File: config.mk
export PLATFORM = sky130hd
export DESIGN_NAME = ssu_core
export DESIGN_NICKNAME = d
export VERILOG_FILES = /design/src/pkg/ssu_pkg.sv /design/src/hdl/ssu_core.sv
export SDC_FILE = /design/constraint.sdc
export NUM_CORES = 2
export LEC_CHECK = 0
export ABC_AREA = 1
export BUFFER_PORTS_ARGS = -buffer_cell sky130_fd_sc_hd__buf_2
export CAP_MARGIN = 20
export CELL_PAD_IN_SITES_DETAIL_PLACEMENT = 1
export CELL_PAD_IN_SITES_GLOBAL_PLACEMENT = 1
export CORE_ASPECT_RATIO = 1.5
export CORE_MARGIN = 8
export CORE_UTILIZATION = 42
export DETAILED_ROUTE_END_ITERATION = 8
export PLACE_DENSITY = 0.84
export SLEW_MARGIN = 10
export SYNTH_ARGS = -nofsm -noshare
export SYNTH_HDL_FRONTEND = slang
export SYNTH_SLANG_ARGS = --single-unit
File: constraint.sdc
create_clock -name sys_clk -period 1.01 [get_ports sys_clk]
set_clock_uncertainty 0.05 [all_clocks]
set_input_delay 0.101 -clock sys_clk [delete_from_list [all_inputs] [get_ports sys_clk]]
set_output_delay 0.101 -clock sys_clk [all_outputs]
set_load 0.02 [all_outputs]
File: src/pkg/ssu_pkg.sv
// constants for the shift and scale unit
package ssu_pkg;
   localparam int WORD_W = 36;
   localparam int DWORD_W = 72;
   localparam int CNT_W = 7;
   localparam int RADDR_W = 7;
   // function code of the shift group and its minor codes
   localparam logic [5:0] FUNC_SHIFT = 6'h3B;
   localparam logic [3:0] MIN_DRSF = 4'h5;
   localparam logic [3:0] MIN_SNC = 4'h6;
   localparam logic [3:0] MIN_DNC = 4'h7;
   localparam logic [3:0] MIN_SLR = 4'h8;
   localparam logic [3:0] MIN_DLR = 4'h9;
   localparam logic [3:0] MIN_SLZ = 4'hA;
   localparam logic [3:0] MIN_DLZ = 4'hB;
   // control registers standing in past the last accumulator
   localparam logic [RADDR_W-1:0] CR_LOW = 7'h1C;
   localparam logic [RADDR_W-1:0] CR_HIGH = 7'h7C;
   localparam logic [4:0] ACC_COUNT = 5'h10;
   localparam logic [3:0] SEL_LAST = 4'hF;
   localparam logic [3:0] SEL_PENULT = 4'hE;
   localparam logic [CNT_W-1:0] HALF_ROT = 7'h24;
   localparam logic [CNT_W-1:0] MAX_CNT = 7'h48;
   localparam logic [WORD_W-1:0] SNC_ZERO_CNT = 36'h23;
   localparam logic [WORD_W-1:0] DNC_ZERO_CNT = 36'h47;
   localparam logic [2:0] WEN_ONE = 3'h1;
   localparam logic [2:0] WEN_TWO = 3'h3;
   localparam logic [2:0] WEN_THREE = 3'h7;
endpackage

File: src/hdl/ssu_core.sv
// shift and scale datapath: double signfill shift, normalise and count, left shifts
`timescale 1ns/1ps
`default_nettype none
module ssu_core #(
   parameter logic [6:0] A_BASE = 7'h0C
) (
   input wire logic sys_clk,
   input wire logic rst_n,
   input wire logic req_valid,
   input wire logic [5:0] req_func,
   input wire logic [3:0] req_minor,
   input wire logic [17:0] req_addr,
   input wire logic [3:0] selected_accumulator,
   input wire logic cr_bank_high,
   input wire logic [35:0] op_hi,
   input wire logic [35:0] op_lo,
   output logic done,
   output logic [2:0] wr_en,
   output logic [6:0] wr_addr0,
   output logic [6:0] wr_addr1,
   output logic [6:0] wr_addr2,
   output logic [35:0] wr_data0,
   output logic [35:0] wr_data1,
   output logic [35:0] wr_data2
);
   typedef struct packed {
      logic done;
      logic [2:0] wen;
      logic [6:0] a0;
      logic [6:0] a1;
      logic [6:0] a2;
      logic [35:0] d0;
      logic [35:0] d1;
      logic [35:0] d2;
   } ssu_state_s;

   ssu_state_s st_q;
   ssu_state_s st_d;

   // sixteen accumulators must fit below the top of the 7-bit register space
   if (A_BASE > 7'h70) begin
      $error("ssu_core: accumulator base leaves no room for sixteen accumulators");
   end

   // register file address of accumulator a+k, past the last one into control space
   function automatic logic [6:0] rf_addr(input logic [3:0] a, input logic [1:0] k, input logic bank);
      logic [4:0] sum;
      sum = {1'b0, a} + {3'b000, k};
      if (sum < ssu_pkg::ACC_COUNT) begin
         rf_addr = A_BASE + {2'b00, sum};
      end else begin
         rf_addr = (bank ? ssu_pkg::CR_HIGH : ssu_pkg::CR_LOW) + {2'b00, sum - ssu_pkg::ACC_COUNT};
      end
   endfunction

   // fewest left rotations making the top two bits differ; all equal gives width-1
   function automatic logic [6:0] norm_cnt72(input logic [71:0] v, input logic dbl);
      logic [6:0] c;
      c = dbl ? 7'(ssu_pkg::DNC_ZERO_CNT) : 7'(ssu_pkg::SNC_ZERO_CNT);
      for (int i = 0; i < 71; i++) begin
         if (dbl) begin
            if (v[i+1] != v[i]) begin
               c = 7'(70 - i);
            end
         end else if (i < 35) begin
            if (v[i+1] != v[i]) begin
               c = 7'(34 - i);
            end
         end
      end
      norm_cnt72 = c;
   endfunction

   function automatic logic [71:0] rotl72(input logic [71:0] v, input logic [6:0] c);
      logic [143:0] t;
      t = {v, v} << c;
      rotl72 = t[143:72];
   endfunction

   function automatic logic [35:0] rotl36(input logic [35:0] v, input logic [6:0] c);
      logic [71:0] t;
      t = {v, v} << c;
      rotl36 = t[71:36];
   endfunction

   logic [6:0] cnt;
   logic [71:0] pair;
   logic [6:0] single_cnt;
   logic [6:0] sn_cnt;
   logic [6:0] dn_cnt;
   logic [71:0] dres;
   logic [35:0] sres;

   assign cnt = req_addr[6:0];
   assign pair = {op_hi, op_lo};
   // counts 36..72 behave as count-36 for a single-word rotate
   assign single_cnt = (cnt >= ssu_pkg::HALF_ROT) ? cnt - ssu_pkg::HALF_ROT : cnt;
   // single word sits in the low half, where the single-width scan looks
   assign sn_cnt = norm_cnt72({36'h0, op_hi}, 1'b0);
   assign dn_cnt = norm_cnt72(pair, 1'b1);

   always_comb begin
      st_d = st_q;
      st_d.done = 1'b0;
      st_d.wen = 3'b000;
      dres = '0;
      sres = '0;
      // only the shift group codes act; anything else leaves the register file alone
      if (req_valid && req_func == ssu_pkg::FUNC_SHIFT) begin
         st_d.a0 = rf_addr(selected_accumulator, 2'd0, cr_bank_high);
         st_d.a1 = rf_addr(selected_accumulator, 2'd1, cr_bank_high);
         st_d.a2 = rf_addr(selected_accumulator, 2'd2, cr_bank_high);
         case (req_minor)
            ssu_pkg::MIN_DRSF: begin
               // arithmetic shift replicates bit 35 of the upper word; counts past 72 undefined
               dres = 72'($signed(pair) >>> cnt);
               st_d.wen = ssu_pkg::WEN_TWO;
               st_d.d0 = dres[71:36];
               st_d.d1 = dres[35:0];
               st_d.done = 1'b1;
            end
            ssu_pkg::MIN_SNC: begin
               // all-zero and all-ones rotate to themselves, so no special path needed
               sres = rotl36(op_hi, sn_cnt);
               st_d.wen = ssu_pkg::WEN_TWO;
               st_d.d0 = sres;
               st_d.d1 = {29'h0, sn_cnt};
               st_d.done = 1'b1;
            end
            ssu_pkg::MIN_DNC: begin
               dres = rotl72(pair, dn_cnt);
               st_d.wen = ssu_pkg::WEN_THREE;
               st_d.d0 = dres[71:36];
               st_d.d1 = dres[35:0];
               st_d.d2 = {29'h0, dn_cnt};
               st_d.done = 1'b1;
            end
            ssu_pkg::MIN_SLR: begin
               st_d.wen = ssu_pkg::WEN_ONE;
               st_d.d0 = rotl36(op_hi, single_cnt);
               st_d.done = 1'b1;
            end
            ssu_pkg::MIN_DLR: begin
               dres = rotl72(pair, cnt);
               st_d.wen = ssu_pkg::WEN_TWO;
               st_d.d0 = dres[71:36];
               st_d.d1 = dres[35:0];
               st_d.done = 1'b1;
            end
            ssu_pkg::MIN_SLZ: begin
               // a shift of 36 or more empties the word
               sres = (cnt >= ssu_pkg::HALF_ROT) ? 36'h0 : op_hi << cnt;
               st_d.wen = ssu_pkg::WEN_ONE;
               st_d.d0 = sres;
               st_d.done = 1'b1;
            end
            ssu_pkg::MIN_DLZ: begin
               dres = pair << cnt;
               st_d.wen = ssu_pkg::WEN_TWO;
               st_d.d0 = dres[71:36];
               st_d.d1 = dres[35:0];
               st_d.done = 1'b1;
            end
            default: begin
               // unused minor codes keep the last addresses standing
               st_d.a0 = st_q.a0;
               st_d.a1 = st_q.a1;
               st_d.a2 = st_q.a2;
               st_d.wen = 3'b000;
            end
         endcase
      end
   end

   always_ff @(posedge sys_clk or negedge rst_n) begin
      if (!rst_n) begin
         st_q <= '0;
      end else begin
         st_q <= st_d;
      end
   end

   assign done = st_q.done;
   assign wr_en = st_q.wen;
   assign wr_addr0 = st_q.a0;
   assign wr_addr1 = st_q.a1;
   assign wr_addr2 = st_q.a2;
   assign wr_data0 = st_q.d0;
   assign wr_data1 = st_q.d1;
   assign wr_data2 = st_q.d2;
endmodule
`default_nettype wire

==> results of run 1 <==
-- through the flow --
step	setup slack, ns	instances
floorplan	-2.50	5346
detailed placement	-4.22	7088
CTS	-3.49	7129
global placement	-3.40	7088
-- cell families after synthesis --
family,Yosys count
mux,98
flops,101
simple gates,3003
buf+inv,950
xor+xnor,73
compound gates,1081
fa+ha+maj,9
other cells,1
-- what timing repair did --
action                     CTS
setup endpoints to repair  203
hold buffers                 1
gates resized for setup    521
cloned                       6
pin swaps                   91
buffers inserted            19
hold endpoints to repair   101
-- layer usage --
layer,global-route usage [%],GRT overflow
met4,104,1107
met1,84.7,54
met5,52.2,6
met3,77.2,58
met2,121,3743
==> impl_results.rst, run 1 <==
.. list-table::
   :header-rows: 1

   * - Metric
     - Value
   * - Post-synthesis instance area
     - 26900 um2
   * - Synth area leaders
     - sky130_fd_sc_hd__nand2_1 24%, sky130_fd_sc_hd__nand3_1 18%, sky130_fd_sc_hd__o21ai_0 10%
   * - Simple-gate area share of the yosys netlist
     - 47.7%
   * - Count of pins on the block boundary
     - 241
   * - Clock net sink count
     - 101
   * - Flop and latch count out of synthesis
     - 101
   * - Mux cell area share after synthesis
     - 3.64%
   * - Number of instances in the synthesized netlist
     - 5316
   * - Wire length of the first global-routing pass
     - 536 mm
   * - Cell with the most instances after synthesis
     - sky130_fd_sc_hd__nand2_1
   * - XOR/XNOR share of the synthesized area
     - 2.37%
   * - Global placer's final weighted congestion
     - 1.35
   * - Combined global-route utilization of all metal layers
     - 94.9%
   * - Core Rows
     - 113
   * - Fraction of synthesis flops using an asynchronous set or reset pin
     - 100%
   * - Largest area contributor in the netlist
     - sky130_fd_sc_hd__nand2_1
   * - Area after DPL
     - 37400 um2
   * - Prevailing post-synth register cell
     - sky130_fd_sc_hd__dfrtp_1
   * - Complex-gate fraction of the synthesized area
     - 22.5%
   * - Count of H-tree levels built during CTS
     - 3
   * - Largest net degree at the start of global routing
     - 97
   * - HPWL after detailed placement
     - 185 mm
   * - Share of synthesized cell area in full adder, half adder and majority cells
     - 0.409%
   * - Sequential element share of the synthesized area
     - 9.38%
   * - Total overflow reported by the global router
     - 4968
   * - Failing step
     - 5_1_grt
   * - Initial Util
     - 42.5%
   * - Via count of the first global-routing pass
     - 69000
   * - Top cells by instance count after synthesis
     - 1732 x sky130_fd_sc_hd__nand2_1, 965 x sky130_fd_sc_hd__nand3_1, 540 x sky130_fd_sc_hd__o21ai_0
   * - Horizontal die dimension
     - 223 um
   * - Clock root cell
     - sky130_fd_sc_hd__clkbuf_16
   * - Maximum buffer depth of the clock tree
     - 2
   * - Run status
     - stopped before the end
   * - Clock buffers created by TritonCTS
     - 9
   * - Netlist cell types
     - 51
   * - Dominant combinational cell family by area after synthesis
     - simple AND/OR/NAND/NOR gates
   * - Total number of yosys warnings
     - 0
   * - Post-synthesis area per instance
     - 5.07 um2
   * - I/O Buffers
     - 198
   * - Error that ended the run
     - [ERROR GRT-0116] Global routing finished with congestion. Check the congestion regions in the DRC Viewer.
   * - Die Height
     - 326 um
   * - Share of the synthesized area in the top cell type
     - 24.1%
   * - Number of enable flip-flop cells after synthesis
     - 0
==> run 2, diff against run 1 <==
--- a/config.mk
+++ b/config.mk
@@ -8,13 +8,10 @@
 export ABC_AREA = 1
 export BUFFER_PORTS_ARGS = -buffer_cell sky130_fd_sc_hd__buf_2
 export CAP_MARGIN = 20
-export CELL_PAD_IN_SITES_DETAIL_PLACEMENT = 1
-export CELL_PAD_IN_SITES_GLOBAL_PLACEMENT = 1
-export CORE_ASPECT_RATIO = 1.5
 export CORE_MARGIN = 8
-export CORE_UTILIZATION = 42
+export CORE_UTILIZATION = 40
 export DETAILED_ROUTE_END_ITERATION = 8
-export PLACE_DENSITY = 0.84
+export PLACE_DENSITY_LB_ADDON = 0.15
 export SLEW_MARGIN = 10
 export SYNTH_ARGS = -nofsm -noshare
 export SYNTH_HDL_FRONTEND = slang
==> run 2 against run 1 <==
Synthesized cell count is the same; the flow now finishes, with violations (setup timing); synthesized area is the same.
==> impl_results.rst, run 2 <==
.. list-table::
   :header-rows: 1

   * - Metric
     - Value
   * - Hold/Removal Path Class
     - input pin to flip-flop
   * - Met1 WL
     - 64.1 mm
   * - Clock net sink count
     - 101 (unchanged)
   * - Share of synthesized cell area in full adder, half adder and majority cells
     - 0.409% (unchanged)
   * - Final setup violation count
     - 190
   * - Worst Tran Pin Value
     - 1.38 ns
   * - Clock network fraction of total power
     - 9.4%
   * - Worst rel slew slack
     - 7.73%
   * - Total overflow reported by the global router
     - 0
   * - Final number of max-transition violations
     - 0
   * - Synth area leaders
     - sky130_fd_sc_hd__nand2_1 24%, sky130_fd_sc_hd__nand3_1 18%, sky130_fd_sc_hd__o21ai_0 10% (unchanged)
   * - Biggest fanout along the worst timing path
     - 7
   * - Post-route cell area
     - 42800 um2
   * - Post-DRT Antenna Nets
     - 0
   * - Total number of yosys warnings
     - 0 (unchanged)
   * - DRC violation total after the first TritonRoute iteration
     - 5679
   * - Simple-gate area share of the yosys netlist
     - 47.7% (unchanged)
   * - Initial Util
     - 40.3% (was 42.5%)
   * - Post-route DRC
     - 0
   * - Final #Nets
     - 6543
   * - Via count
     - 44100
   * - Cell type with the highest occurrence count on the critical path
     - sky130_fd_sc_hd__nand2_1
   * - Maximum clock rate
     - 247 MHz
   * - DRT Wirelength
     - 185 mm
   * - Post-synthesis instance area
     - 26900 um2 (unchanged)
   * - Number of placed instances, taps included
     - 7249 (was 7088)
   * - Count of H-tree levels built during CTS
     - 3 (unchanged)
   * - Largest stage delay on the critical path
     - 0.32 ns
   * - Power per cell area
     - 903 nW/um2
   * - Largest net degree at the start of global routing
     - 100
   * - Kind of critical path
     - input pin to flip-flop
   * - Via density per instance
     - 6.04
   * - First-pass iteration count of the detailed router
     - 9
   * - Number of maximum-capacitance violations
     - 0
   * - Number of instances in the synthesized netlist
     - 5316 (unchanged)
   * - Combined global-route utilization of all metal layers
     - 46.2%
   * - Critical path endpoint category
     - flip-flop
   * - Static power due to leakage
     - 22.3 nW
   * - Initial antenna violation count
     - 4
   * - Netlist cell types
     - 51 (unchanged)
   * - Share of total power in combinational logic
     - 78.7%
   * - Top cells by instance count after synthesis
     - 1732 x sky130_fd_sc_hd__nand2_1, 965 x sky130_fd_sc_hd__nand3_1, 540 x sky130_fd_sc_hd__o21ai_0 (unchanged)
   * - Worst-case vdd ir drop
     - 997 uV
   * - Net switching power of the design
     - 20.8 mW
   * - Cell with the most instances after synthesis
     - sky130_fd_sc_hd__nand2_1 (unchanged)
   * - Average detailed-routed wire length per instance
     - 25.3 um
   * - Pint
     - 17.8 mW
   * - Layout Area Growth over Synthesis
     - 58.8%
   * - Sequential cell fraction of total power
     - 11.9%
   * - Largest area contributor in the netlist
     - sky130_fd_sc_hd__nand2_1 (unchanged)
   * - Critical Path Source Type
     - input pin
   * - Fill cell count
     - 6588
   * - Core Box Area
     - 66900 um2
   * - TritonCTS clock tree
     - yes
   * - Clock root cell
     - sky130_fd_sc_hd__clkbuf_16 (unchanged)
   * - Maximum buffer depth of the clock tree
     - 2 (unchanged)
   * - Final design utilization
     - 63.9%
   * - Clock buffers created by TritonCTS
     - 9 (unchanged)
   * - Mux cell area share after synthesis
     - 3.64% (unchanged)
   * - Switching power as a share of total power
     - 53.8%
   * - I/O Buffers
     - 198 (unchanged)
   * - Via count of the first global-routing pass
     - 40900
   * - Horizontal die dimension
     - 276 um (was 223 um)
   * - Wire length of the first global-routing pass
     - 262 mm
   * - Failing checks
     - setup timing
   * - Post-synthesis area per instance
     - 5.07 um2 (unchanged)
   * - Ratio of cells with drive above 1 in the final layout
     - 37.2%
   * - Post-Route Setup TNS
     - -223.34 ns
   * - Fin crit share
     - 400%
   * - HPWL after detailed placement
     - 148 mm (was 185 mm)
   * - Data required time of the worst path
     - 1.27 ns
   * - Area after DPL
     - 38200 um2 (was 37400 um2)
   * - Crit path setup slack, layout
     - -3.03 ns
   * - Core Rows
     - 95 (was 113)
   * - XOR/XNOR share of the synthesized area
     - 2.37% (unchanged)
   * - Final Instance Count excl. Fillers
     - 7307
   * - Clock transition at path regs
     - 0.09 ns
   * - Highest routing layer actually used
     - met5
   * - Slowest cell on the critical path
     - sky130_fd_sc_hd__o211ai_1
   * - Die outline area
     - 75900 um2
   * - Final Hold Violating Endpoints
     - 0
   * - Arrival time at the worst endpoint
     - 4.30 ns
   * - Routed length on met2
     - 79.2 mm
   * - Die Height
     - 276 um (was 326 um)
   * - Total power
     - 38.6 mW
   * - Highest-count cells in the layout ignoring fill and taps
     - 1490 x sky130_fd_sc_hd__nand2_1, 1252 x sky130_fd_sc_hd__buf_4, 592 x sky130_fd_sc_hd__nand3_1, 521 x sky130_fd_sc_hd__o21ai_0, 437 x sky130_fd_sc_hd__inv_1
   * - Fraction of synthesis flops using an asynchronous set or reset pin
     - 100% (unchanged)
   * - Flop and latch count out of synthesis
     - 101 (unchanged)
   * - Post-layout min period
     - 4.04 ns
   * - Global placer's final weighted congestion
     - 1.13 (was 1.35)
   * - Sequential element share of the synthesized area
     - 9.38% (unchanged)
   * - Complex-gate fraction of the synthesized area
     - 22.5% (unchanged)
   * - Skew-Pair Late Insertion Delay
     - 0.35 ns
   * - Most common cell after layout, fill and taps aside
     - sky130_fd_sc_hd__nand2_1
   * - WL met3
     - 20.6 mm
   * - Dominant combinational cell family by area after synthesis
     - simple AND/OR/NAND/NOR gates (unchanged)
   * - Setup repair after global routing missed its margin
     - true
   * - Run status
     - finished, violations left (was stopped before the end)
   * - Count of pins on the block boundary
     - 241 (unchanged)
   * - Number of enable flip-flop cells after synthesis
     - 0 (unchanged)
   * - Prevailing post-synth register cell
     - sky130_fd_sc_hd__dfrtp_1 (unchanged)
   * - Share of the synthesized area in the top cell type
     - 24.1% (unchanged)
==> run 2: cell counts after synthesis <==
No cell type changed its count.
==> run 2: power by group through the flow <==
stage / Clock, mW / Sequential (mW) / Combinational, mW
final: 3.63 / 4.59 / 30.4
after global routing: 3.79 / 4.61 / 31.9
after CTS: 3.63 / 4.57 / 27.5
after detailed placement: 0 / 4.63 / 25.6
after global placement: 0 / 4.64 / 25.5
after floorplan: 0 / 4.96 / 12.5
==> run 2: metal layers <==
metal | track usage, % | up-vias
met5 | 0 | -
met4 | 40.0 | 6
met3 | 11.1 | 979
met2 | 72.4 | 2965
met1 | 52.4 | 20200
li1 | - | 19900
==> run 2: final timing paths <==
path / slack [ns] / end / cells after the start / from
max: -3.03 / wr_data0[5]$_DFFE_PN0P_ / 52 / op_hi[1]
min: 0.01 / wr_addr2[6]$_DFFE_PN0P_ / 3 / cr_bank_high
max reg2reg: -0.01 / wr_data0[24]$_DFFE_PN0P_ / 3 / wr_data0[24]$_DFFE_PN0P_
min reg2reg: 0.42 / wr_data0[0]$_DFFE_PN0P_ / 2 / wr_data0[0]$_DFFE_PN0P_
max in group asynchronous: 0.29 / wr_data2[3]$_DFFE_PN0P_ / 3 / rst_n
min in group asynchronous: 0.11 / wr_data1[7]$_DFFE_PN0P_ / 2 / rst_n
==> run 2: stage by stage <==
step	setup slack (ns)	hold WS (ns)
finish	-3.03	0.0105
global route	-3.36	0.0427
CTS	-2.76	0.0218
detailed placement	-3.38	-0.0430
global placement	-3.35	-0.0544
floorplan	-2.50	-0.245
==> run 2: cell families after synthesis <==
logic type	count (synthesis)
compound gates	1081
xor+xnor	73
fa+ha+maj	9
buf+inv	950
flops	101
mux	98
other cells	1
simple gates	3003
==> run 2: final cells by class <==
type / instances / area (um2) / share of cell area [%]
antenna: 2 / 5.00 / 0.0117
clock buffer: 9 / 225 / 0.527
clock inverter: 7 / 73.8 / 0.173
inverter: 468 / 1790 / 4.17
multi-input combinational: 4295 / 24500 / 57.2
sequential: 101 / 2530 / 5.92
tap: 873 / 1090 / 2.55
timing repair buffer: 1552 / 12600 / 29.5
==> run 2: what timing repair did <==
item,4_1_cts,5_1_grt
setup buffers,21,7
gates cloned,10,4
resized for setup,420,471
endpoints found under the setup margin,202,202
pin swaps,77,140
hold endpoints to repair,101,0
hold buffers,1,0
==> run 2: worst max-delay path: cells and delay by family <==
kind            cells  cell delay, ns
compound gates      2            0.49
buf+inv             6            0.69
simple gates       44            3.01
Power figures use the tool's default switching activity.
